===== src/hw/psv_consts.vh =====
// constants for the program space window and table access block
// assumes inclusion by bare name from the block's design files
//
// Overview of operation
// - window hit needs ea top bit and enable
// - eight-bit window page picks one of 256
// - window address is page over low ea
// - low 15 ea bits map straight through
// - window reads stretched, two fetches needed (here one program memory read, then stall cycles)
// - window read returns low 16 bits only
// - table operations suspend the window
// - outside repeat: move one, others two extra
// - repeat edge iterations take two extra
// - other repeat iterations take no extra
// - self programming writes 32-instruction blocks
// - erase block size from two-bit field
// - table address is table page over ea
// - low table ops reach bits 15..0
// - high table ops reach bits 23..16
// - table ops work in normal mode
// - serial programming over clock/data lines
`ifndef PSV_CONSTS_VH
`define PSV_CONSTS_VH

// register byte offsets
`define OFS_CPU_CONTROL        8'h00
`define OFS_CONST_WINDOW_PAGE  8'h04
`define OFS_TABLE_PAGE         8'h08
`define OFS_MEM_PROG_CONTROL   8'h0C
`define OFS_STATUS             8'h10
`define OFS_PROG_SHIFT         8'h14

// field positions
`define BIT_WINDOW_ENABLE      2
`define BIT_ERASE_SEL_LO       0
`define BIT_STATUS_BUSY        0
`define BIT_STATUS_ERASE_LO    8
`define BIT_STATUS_WRITE_LO    16
`define BIT_EA_TOP             15

// reset values
`define RST_CPU_CONTROL        8'h00
`define RST_WINDOW_PAGE        8'h00
`define RST_TABLE_PAGE         8'h00
`define RST_ERASE_SEL          2'h0

// erase size encodings and block sizes in instructions and bytes
`define ERASE_SEL_32           2'h0
`define ERASE_SEL_64           2'h1
`define ERASE_SEL_128          2'h2
`define WRITE_BLOCK_INSTR      8'h20
`define WRITE_BLOCK_BYTES      8'h60
`define ERASE_BLOCK_32         8'h20
`define ERASE_BLOCK_64         8'h40
`define ERASE_BLOCK_128        8'h80

// extra instruction cycles
`define XTRA_NONE              2'h0
`define XTRA_MOVE              2'h1
`define XTRA_OTHER             2'h2

// table operation codes
`define TBL_READ_LOW           2'h0
`define TBL_READ_HIGH          2'h1
`define TBL_WRITE_LOW          2'h2
`define TBL_WRITE_HIGH         2'h3

`endif


===== src/hw/prog_word_lanes.v =====
// program address forming and byte lane steering for one program word
// assumes a 24-bit program word and 16-bit data side, purely combinational
`timescale 1ns/1ps
`default_nettype none
`include "psv_consts.vh"

module prog_word_lanes (
	// address sources
	input  wire        i_use_table,   // table op when high, window otherwise
	input  wire [7:0]  i_window_page, // window page register
	input  wire [7:0]  i_table_page,  // table page register
	input  wire [15:0] i_ea,          // effective address
	// table mode
	input  wire [1:0]  i_tbl_op,      // table operation code
	input  wire        i_tbl_byte,    // byte mode
	// data
	input  wire [23:0] i_pm_word,     // word read from program memory
	input  wire [15:0] i_wdata,       // data to write
	// results
	output reg  [23:0] o_pm_addr,     // program address
	output reg  [15:0] o_rdata,       // read data for the core
	output reg  [23:0] o_pm_wdata,    // write data placed on lanes
	output reg  [2:0]  o_pm_wbe       // write byte enables
);

	// address: table page or window page on top
	always @* begin
		if (i_use_table) begin
			o_pm_addr = {i_table_page, i_ea};
		end else begin
			// upper bit zero: page covers 32K words
			o_pm_addr = {1'b0, i_window_page, i_ea[14:0]};
		end
	end

	// read lane steering
	always @* begin
		o_rdata = i_pm_word[15:0];
		if (i_use_table) begin
			case (i_tbl_op)
				`TBL_READ_HIGH: begin
					// odd byte of the high half is a phantom zero
					if (i_tbl_byte && i_ea[0]) begin
						o_rdata = 16'h0000;
					end else begin
						o_rdata = {8'h00, i_pm_word[23:16]};
					end
				end
				default: begin
					if (i_tbl_byte) begin
						o_rdata = {8'h00, i_ea[0] ? i_pm_word[15:8] : i_pm_word[7:0]};
					end else begin
						o_rdata = i_pm_word[15:0];
					end
				end
			endcase
		end
	end

	// write lane steering
	always @* begin
		o_pm_wdata = 24'h000000;
		o_pm_wbe   = 3'h0;
		case (i_tbl_op)
			`TBL_WRITE_LOW: begin
				if (i_tbl_byte) begin
					o_pm_wdata = {8'h00, i_wdata[7:0], i_wdata[7:0]};
					o_pm_wbe   = i_ea[0] ? 3'h2 : 3'h1;
				end else begin
					o_pm_wdata = {8'h00, i_wdata};
					o_pm_wbe   = 3'h3;
				end
			end
			`TBL_WRITE_HIGH: begin
				o_pm_wdata = {i_wdata[7:0], 16'h0000};
				// odd byte is phantom, nothing written
				o_pm_wbe   = (i_tbl_byte && i_ea[0]) ? 3'h0 : 3'h4;
			end
			default: begin
				o_pm_wbe = 3'h0;
			end
		endcase
	end

endmodule // prog_word_lanes
`default_nettype wire


===== src/hw/program_space_window.v =====
// program space window, table access and self programming sizing
// assumes a core that waits on ready, a program memory and a data ram
// that both return read data one cycle after their request, and an
// ahb-lite master that is the only master on the register bus
`timescale 1ns/1ps
`default_nettype none
`include "psv_consts.vh"

module program_space_window (
	// clock and reset
	input  wire        i_clk_sys,
	input  wire        i_rst_n,
	// ahb-lite register slave
	input  wire        i_hsel,
	input  wire [7:0]  i_haddr,
	input  wire [1:0]  i_htrans,
	input  wire        i_hwrite,
	input  wire [2:0]  i_hsize,
	input  wire [31:0] i_hwdata,
	input  wire        i_hready,
	output wire        o_hreadyout,
	output wire        o_hresp,
	output reg  [31:0] o_hrdata,
	// core data-space access
	input  wire        i_ds_req,
	input  wire [15:0] i_ds_ea,
	input  wire        i_ds_is_move,
	input  wire        i_rep_active,
	input  wire        i_rep_first,
	input  wire        i_rep_last,
	input  wire        i_rep_irq_exit,
	input  wire        i_rep_irq_reentry,
	output wire        o_ds_ready,
	output reg         o_ds_done,
	output reg  [15:0] o_ds_rdata,
	// core table access
	input  wire        i_tbl_req,
	input  wire [1:0]  i_tbl_op,
	input  wire        i_tbl_byte,
	input  wire [15:0] i_tbl_ea,
	input  wire [15:0] i_tbl_wdata,
	input  wire        i_normal_mode,
	output wire        o_tbl_ready,
	output reg         o_tbl_done,
	output reg  [15:0] o_tbl_rdata,
	// program memory
	output reg         o_pm_rd,
	output reg         o_pm_wr,
	output reg  [23:0] o_pm_addr,
	output reg  [23:0] o_pm_wdata,
	output reg  [2:0]  o_pm_wbe,
	input  wire [23:0] i_pm_rdata,
	// data ram
	output reg         o_ram_rd,
	output reg  [15:0] o_ram_addr,
	input  wire [15:0] i_ram_rdata,
	// self programming block sizes
	output wire [7:0]  o_write_block_instr,
	output wire [7:0]  o_write_block_bytes,
	output reg  [7:0]  o_erase_block_instr,
	// serial programming lines
	input  wire        i_prog_clock_line,
	input  wire        i_prog_data_line,
	output wire        o_prog_data_line,
	output wire        o_prog_data_line_oe
);

	// sequencer states
	localparam ST_IDLE  = 2'h0; // waiting for a request
	localparam ST_ISSUE = 2'h1; // memory answers the strobe
	localparam ST_CAPT  = 2'h2; // read data arrives
	localparam ST_XTRA  = 2'h3; // added stall cycles
	localparam [7:0] RST_CTRL = `RST_CPU_CONTROL; // reset image of cpu control

	// registers
	reg        win_en_q;        // window enable in cpu control
	reg [7:0]  window_page_q;   // const_window_page
	reg [7:0]  table_page_q;    // table_page
	reg [1:0]  erase_sel_q;     // erase_size_select
	reg [15:0] prog_shift_q;    // bits gathered from serial lines
	reg        prog_clk_prev_q; // previous serial clock level
	// bus data phase bookkeeping
	reg        bus_wr_q;        // write pending in data phase
	reg [7:0]  bus_addr_q;      // address of that write
	// sequencer
	reg [1:0]  state_q;
	reg [1:0]  xtra_q;          // extra cycles still owed
	reg        is_tbl_q;        // current job is a table op
	reg        is_win_q;        // current job reads program memory via window
	reg [1:0]  tbl_op_q;
	reg        tbl_byte_q;
	reg [15:0] ea_q;
	reg [15:0] wdata_q;

	// lane helper outputs
	wire [23:0] lane_addr;
	wire [15:0] lane_rdata;
	wire [23:0] lane_wdata;
	wire [2:0]  lane_wbe;

	// extra instruction cycles for a window access
	function [1:0] extra_cycles;
		input is_move;
		input rep_active;
		input rep_edge;
		begin
			if (!rep_active) begin
				extra_cycles = is_move ? `XTRA_MOVE : `XTRA_OTHER;
			end else if (rep_edge) begin
				extra_cycles = `XTRA_OTHER;
			end else begin
				extra_cycles = `XTRA_NONE;
			end
		end
	endfunction

	// erase block size from the select field
	function [7:0] erase_size;
		input [1:0] sel;
		begin
			case (sel)
				`ERASE_SEL_64:  erase_size = `ERASE_BLOCK_64;
				`ERASE_SEL_128: erase_size = `ERASE_BLOCK_128;
				default:        erase_size = `ERASE_BLOCK_32;
			endcase
		end
	endfunction

	// handshake and steering
	wire idle      = (state_q == ST_IDLE);
	wire tbl_go    = idle & i_tbl_req & i_normal_mode;
	// table requests have priority, so the window stays off while one runs
	wire ds_go     = idle & i_ds_req & ~i_tbl_req;
	wire rep_edge  = i_rep_first | i_rep_last | i_rep_irq_exit | i_rep_irq_reentry;
	wire win_hit   = i_ds_ea[`BIT_EA_TOP] & win_en_q & ~i_tbl_req;
	wire bus_phase = i_hsel & i_htrans[1] & i_hready;
	wire busy      = ~idle;

	assign o_ds_ready  = idle & ~i_tbl_req;
	assign o_tbl_ready = idle & i_normal_mode;
	assign o_hreadyout = 1'b1; // every access completes with no wait
	assign o_hresp     = 1'b0; // always okay, unmapped reads zero

	assign o_write_block_instr = `WRITE_BLOCK_INSTR;
	assign o_write_block_bytes = `WRITE_BLOCK_BYTES;

	// the data line is only listened to; answering is outside this block
	assign o_prog_data_line    = 1'b0;
	assign o_prog_data_line_oe = 1'b0;

	// live request while idle, so the strobe leaves on the take edge
	wire        lane_tbl  = idle ? i_tbl_req : is_tbl_q;
	wire [15:0] lane_ea   = idle ? (i_tbl_req ? i_tbl_ea : i_ds_ea) : ea_q;
	wire [1:0]  lane_op   = idle ? i_tbl_op : tbl_op_q;
	wire        lane_byte = idle ? i_tbl_byte : tbl_byte_q;
	wire [15:0] lane_wsrc = idle ? i_tbl_wdata : wdata_q;
	// address forming and lane steering
	prog_word_lanes u_lanes (
		.i_use_table   (lane_tbl),
		.i_window_page (window_page_q),
		.i_table_page  (table_page_q),
		.i_ea          (lane_ea),
		.i_tbl_op      (lane_op),
		.i_tbl_byte    (lane_byte),
		.i_pm_word     (i_pm_rdata),
		.i_wdata       (lane_wsrc),
		.o_pm_addr     (lane_addr),
		.o_rdata       (lane_rdata),
		.o_pm_wdata    (lane_wdata),
		.o_pm_wbe      (lane_wbe)
	);

	// register writes happen in the data phase
	always @(posedge i_clk_sys) begin
		if (!i_rst_n) begin
			bus_wr_q      <= 1'b0;
			bus_addr_q    <= 8'h00;
			win_en_q      <= RST_CTRL[`BIT_WINDOW_ENABLE];
			window_page_q <= `RST_WINDOW_PAGE;
			table_page_q  <= `RST_TABLE_PAGE;
			erase_sel_q   <= `RST_ERASE_SEL;
		end else begin
			bus_wr_q   <= bus_phase & i_hwrite;
			bus_addr_q <= i_haddr;
			if (bus_wr_q) begin
				case (bus_addr_q)
					`OFS_CPU_CONTROL:       win_en_q      <= i_hwdata[`BIT_WINDOW_ENABLE];
					`OFS_CONST_WINDOW_PAGE: window_page_q <= i_hwdata[7:0];
					`OFS_TABLE_PAGE:        table_page_q  <= i_hwdata[7:0];
					`OFS_MEM_PROG_CONTROL:  erase_sel_q   <= i_hwdata[1:0];
					default:                win_en_q      <= win_en_q; // unmapped ignored
				endcase
			end
		end
	end

	// read data prepared in the address phase, stands in the data phase
	always @(posedge i_clk_sys) begin
		if (!i_rst_n) begin
			o_hrdata <= 32'h00000000;
		end else if (bus_phase && !i_hwrite) begin
			case (i_haddr)
				`OFS_CPU_CONTROL:       o_hrdata <= {29'h0, win_en_q, 2'h0};
				`OFS_CONST_WINDOW_PAGE: o_hrdata <= {24'h0, window_page_q};
				`OFS_TABLE_PAGE:        o_hrdata <= {24'h0, table_page_q};
				`OFS_MEM_PROG_CONTROL:  o_hrdata <= {30'h0, erase_sel_q};
				`OFS_STATUS:            o_hrdata <= {8'h0, `WRITE_BLOCK_INSTR,
					erase_size(erase_sel_q), 7'h0, busy};
				`OFS_PROG_SHIFT:        o_hrdata <= {16'h0, prog_shift_q};
				default:                o_hrdata <= 32'h00000000;
			endcase
		end
	end

	// serial programming lines: data sampled on each clock rise
	always @(posedge i_clk_sys) begin
		if (!i_rst_n) begin
			prog_clk_prev_q <= 1'b0;
			prog_shift_q    <= 16'h0000;
		end else begin
			prog_clk_prev_q <= i_prog_clock_line;
			if (i_prog_clock_line && !prog_clk_prev_q) begin
				prog_shift_q <= {prog_shift_q[14:0], i_prog_data_line};
			end
		end
	end

	// erase size output follows the select field
	always @(posedge i_clk_sys) begin
		if (!i_rst_n) begin
			o_erase_block_instr <= `ERASE_BLOCK_32;
		end else begin
			o_erase_block_instr <= erase_size(erase_sel_q);
		end
	end

	// access sequencer
	always @(posedge i_clk_sys) begin
		if (!i_rst_n) begin
			state_q     <= ST_IDLE;
			xtra_q      <= `XTRA_NONE;
			is_tbl_q    <= 1'b0;
			is_win_q    <= 1'b0;
			tbl_op_q    <= `TBL_READ_LOW;
			tbl_byte_q  <= 1'b0;
			ea_q        <= 16'h0000;
			wdata_q     <= 16'h0000;
			o_pm_rd     <= 1'b0;
			o_pm_wr     <= 1'b0;
			o_pm_addr   <= 24'h000000;
			o_pm_wdata  <= 24'h000000;
			o_pm_wbe    <= 3'h0;
			o_ram_rd    <= 1'b0;
			o_ram_addr  <= 16'h0000;
			o_ds_done   <= 1'b0;
			o_ds_rdata  <= 16'h0000;
			o_tbl_done  <= 1'b0;
			o_tbl_rdata <= 16'h0000;
		end else begin
			// strobes last one cycle
			o_pm_rd    <= 1'b0;
			o_pm_wr    <= 1'b0;
			o_ram_rd   <= 1'b0;
			o_ds_done  <= 1'b0;
			o_tbl_done <= 1'b0;
			case (state_q)
				ST_IDLE: begin
					if (tbl_go) begin
						is_tbl_q   <= 1'b1;
						is_win_q   <= 1'b0;
						tbl_op_q   <= i_tbl_op;
						tbl_byte_q <= i_tbl_byte;
						ea_q       <= i_tbl_ea;
						wdata_q    <= i_tbl_wdata;
						xtra_q     <= `XTRA_NONE;
						state_q    <= ST_ISSUE;
						o_pm_addr  <= lane_addr;
						o_pm_wdata <= lane_wdata;
						o_pm_wbe   <= lane_wbe;
						if (i_tbl_op[1]) begin
							o_pm_wr <= 1'b1;
						end else begin
							o_pm_rd <= 1'b1;
						end
					end else if (ds_go) begin
						is_tbl_q <= 1'b0;
						is_win_q <= win_hit;
						ea_q     <= i_ds_ea;
						// ram path carries no added cycles
						xtra_q   <= win_hit ? extra_cycles(i_ds_is_move, i_rep_active,
							rep_edge) : `XTRA_NONE;
						state_q  <= ST_ISSUE;
						if (win_hit) begin
							o_pm_addr <= lane_addr;
							o_pm_rd   <= 1'b1;
						end else begin
							o_ram_addr <= i_ds_ea;
							o_ram_rd   <= 1'b1;
						end
					end
				end
				ST_ISSUE: begin
					// memory answers the strobe sent on the take edge
					state_q <= ST_CAPT;
				end
				ST_CAPT: begin
					if (is_tbl_q) begin
						// write ops return their data unchanged
						o_tbl_rdata <= tbl_op_q[1] ? wdata_q : lane_rdata;
						o_tbl_done  <= 1'b1;
						state_q     <= ST_IDLE;
					end else begin
						o_ds_rdata <= is_win_q ? lane_rdata : i_ram_rdata;
						if (xtra_q == `XTRA_NONE) begin
							o_ds_done <= 1'b1;
							state_q   <= ST_IDLE;
						end else begin
							state_q <= ST_XTRA;
						end
					end
				end
				ST_XTRA: begin
					// hold the core for the owed cycles
					xtra_q <= xtra_q - 2'h1;
					if (xtra_q == `XTRA_MOVE) begin
						o_ds_done <= 1'b1;
						state_q   <= ST_IDLE;
					end
				end
				default: begin
					state_q <= ST_IDLE;
				end
			endcase
		end
	end

endmodule // program_space_window
`default_nettype wire


===== config.mk =====
export PLATFORM = sky130hd
export DESIGN_NAME = program_space_window
export DESIGN_NICKNAME = d
export VERILOG_FILES = /design/src/hw/prog_word_lanes.v /design/src/hw/program_space_window.v
export VERILOG_INCLUDE_DIRS = /design/src /design/src/hw
export SDC_FILE = /design/constraint.sdc
export NUM_CORES = 1
export LEC_CHECK = 0
export BUFFER_PORTS_ARGS = -buffer_cell sky130_fd_sc_hd__buf_2
export CAP_MARGIN = 15
export CORE_ASPECT_RATIO = 1.1
export CORE_MARGIN = 5
export CORE_UTILIZATION = 35
export CTS_CLUSTER_SIZE = 30
export DETAILED_ROUTE_END_ITERATION = 10
export GPL_TIMING_DRIVEN = 0
export PLACE_DENSITY_LB_ADDON = 0.15
export SYNTH_ARGS = -nofsm -noshare
export SYNTH_HDL_FRONTEND = slang
export SYNTH_SLANG_ARGS = --single-unit

===== constraint.sdc =====
create_clock -name i_clk_sys -period 2.32 [get_ports i_clk_sys]
set_clock_uncertainty 0.05 [all_clocks]
set_input_delay 0.464 -clock i_clk_sys [delete_from_list [all_inputs] [get_ports i_clk_sys]]
set_output_delay 0.464 -clock i_clk_sys [all_outputs]
set_load 0.01 [all_outputs]

==> out/qor.yml <==
global_routing:
  grt_first_pass_wirelength_mm: 46.5
  grt_max_degree: 19
  antenna_found_initial: 8
  grt_pass1_vias: 8163
  grt_util_all_layers: 0.210
  grt_overflow: 0
clocking:
  htreeDepth: 4
  cts_made_buffers: 17
  clock-sinks: 200
  clock_path_buffers: 2
  root_buffer: "clkbuf_16"
  clk_latency_ps: 440
  path_clk_slew_ps: 70
  tritoncts: "built"
setup_path:
  critPathLaunchType: "flop"
  reg2reg_from: "state_q[0]"
  reg2reg_setup_slack_ps: 70
  ff2ff_path_depth: 9
  crit_family: "compound AO/OA/AOI/OAI gates"
  critPathCaptureType: "flop"
  crit_start: "state_q[0]"
  path_buf_inv: 3
  path_depth: 9
  worstPathCellList: "inv_1, ha_1, clkbuf_4, mux2i_1, clkbuf_2, o21ai_0, a21oi_1, a311oi_4, o22ai_1"
  max_stage_delay_ps: 360
  path_class: "flop to flop"
  arrival_ps: 2560
  path_max_fanout: 10
  endpoint: "o_tbl_rdata[2]"
  slowest_stage: "mux2i_1"
  crit_required_ps: 2630
  timing.rr.end: "o_tbl_rdata[2]"
pwr:
  p_switching_mw: 3.62
  internal_power_mw: 6.46
  swShare: 0.359
  peakVddDrop_mv: 0.475
  power_frac_seq: 0.389
  leakagePower_nw: 5.03
  power.density_nw_per_um2: 896
  clkPwrFrac: 0.289
  pwr-share-comb: 0.322
min_path:
  hold_path_depth: 2
  hp-class: "input port to flop"
sta:
  setup_viol: 0
  slew_headroom: 0.476
  period_share: 0.969
  fin_ws_ps: 72.2
  rsz0062_at_grt: "yes"
  fmax_mhz: 445
  hold_violations: 0
  max_slew.worst_pin.slew_ps: 775
  slew_violations: 0
  period_needed_ps: 2250
synth:
  synth_fa_ha_area_frac: 0.0115
  synth_xor_area_frac: 0
  postSynthCellCount: 1019
  yosysSeqAreaShare: 0.460
  synthArstFlopShare: 0
  synth_compound_area_frac: 0.194
  synth_edf_count: 0
  netlist_area_sq_um: 8690
  yosys.area_share.simple: 0.194
  synth_top_family_by_area: "compound AO/OA/AOI/OAI gates"
  synth.area.mux_share: 0.0635
  syn_area_per_cell_sq_um: 8.53
  ys_ff_latch: 200
  synth_warnings: 0
  synth_cell_types: 59
  synth_top_flop_cell: "dfxtp_1"
placed_design:
  hpwl_mm: 23.9
  pre_cts_ws_ps: -671
  dp.cells: 1615
  portBuffers: 248
  gp_congestion: 0.872
floorplan:
  initial_core_util: 0.355
  core_area_sq_um: 24500
  die_h_um: 175
  io-pin-count: 318
  dieArea_sq_um: 28100
  fp.dieW_um: 160
  rows: 60
detailed_routing:
  first_pass_iters: 5
  wl_per_cell_um: 18.6
  initialDrtViolationCount: 453
  remaining_drc_errors: 0
  routed_via_density: 5.03
  wl_mm: 30.8
  vias: 8345
  antenna_left: 0
finish:
  post_route_cells_drive_above_1_share: 0.288
  area_delta_synth_final_pct: 29.4
  final_nets: 1490
  instances_no_fill: 1659
outcome:
  status: "finished, final reports clean"
run:
  cap_viol_max_count: 0
==> worst min-delay path by stage <==
stage                            from            end  slack (ps)
after floorplan            wdata_q[0]     wdata_q[0]         380
after global placement    o_hrdata[3]    o_hrdata[3]         380
after detailed placement  o_hrdata[4]    o_hrdata[4]         390
after CTS                    i_hwrite       bus_wr_q         200
after global routing         i_hwrite       bus_wr_q         210
final                      i_haddr[1]  bus_addr_q[1]         220
==> layer usage <==
layer	GRT usage	up-vias	routed length, um
li1	-	4140	-
met1	0.257	3884	12800
met2	0.367	277	15400
met3	0.0505	38	1970
met4	0.0653	6	596
met5	0	-	26
==> synthesized netlist by cell type (17+ instances only) <==
| master | number | share of area |
|---|---|---|
| buf_4 | 45 | 0.039 |
| dfxtp_1 | 200 | 0.46 |
| o22ai_1 | 17 | 0.012 |
| a21oi_1 | 112 | 0.064 |
| nand2_1 | 155 | 0.067 |
| and3_1 | 19 | 0.014 |
| and2_1 | 22 | 0.016 |
| mux2i_1 | 50 | 0.058 |
| clkbuf_1 | 47 | 0.020 |
| nand3_1 | 20 | 0.012 |
| nor2_1 | 100 | 0.043 |
| a221oi_1 | 20 | 0.020 |
| a211oi_1 | 23 | 0.020 |
| o21ai_0 | 32 | 0.018 |
==> sequential cells by signal (all words and copies together), names as in the netlist, 3 cells and up <==
| signal | flops |
|---|---|
| bus_addr_q | 8 |
| ea_q | 6 |
| o_ds_rdata | 16 |
| o_erase_block_instr | 3 |
| o_hrdata | 17 |
| o_pm_addr | 24 |
| o_pm_wbe | 3 |
| o_pm_wdata | 24 |
| o_ram_addr | 16 |
| o_tbl_rdata | 16 |
| prog_shift_q | 16 |
| table_page_q | 8 |
| wdata_q | 16 |
| window_page_q | 8 |
==> power by group through the flow <==
| stage | clock (mW) | sequential (mW) | combinational [mW] |
|---|---|---|---|
| 4_1_cts | 2.96 | 3.92 | 3.06 |
| 3_3_place_gp | 0 | 3.99 | 2.94 |
| 2_1_floorplan | 0 | 4.07 | 1.82 |
| 6_report | 2.91 | 3.92 | 3.25 |
| 5_1_grt | 3.10 | 3.96 | 3.53 |
| 3_5_place_dp | 0 | 3.99 | 2.95 |
==> cells by family (layout without fill, tap and decap cells) <==
kind of cell,Yosys count,count (layout)
AND/OR/NAND/NOR,368,368
AO/OA/AOI/OAI,262,262
flip-flops,200,200
buffers and inverters,125,411
multiplexers,54,54
adder cells (fa/ha/maj),8,8
other,2,46
==> layout make-up <==
cell class              instances  area (sq um)
multi-input cells             732          4290
well taps                     310           388
fillers                      2521         13200
clock inverters                13           113
clock buffers                  19           453
diodes                          6          15.0
plain buffers                 114           648
inverters                      10          37.5
repair buffers                255          1310
flip-flops and latches        200          4010
==> through the flow <==
stage          area [sq um]  hold WS (ps)   util  total power [mW]  setup TNS, ps
2_1_floorplan          8840           382      -              5.89              0
3_3_place_gp          10500           383  0.428              6.93         -30920
3_5_place_dp          10500           387  0.428              6.94         -36260
4_1_cts               11100           204  0.454              9.94          -5.02
5_1_grt               11200           209  0.460              10.6           -221
6_report              11300           220  0.460              10.1              0
==> cells in the final DEF, fill, tap and decap left out, types with 22 or more instances in the layout <==
master	instances
a211oi_1	23
a21oi_1	112
and2_1	22
buf_2	257
buf_4	50
clkbuf_1	39
conb_1	40
dfxtp_1	198
mux2i_1	49
nand2_1	155
nor2_1	99
o21ai_0	31
==> what timing repair did <==
item                       4_1_cts  5_1_grt
setup buffers                    0        7
setup endpoints to repair       34      120
resized for setup               14       30
hold buffers                     0        0
pin swaps                        0        8
Power figures use the tool's default switching activity.
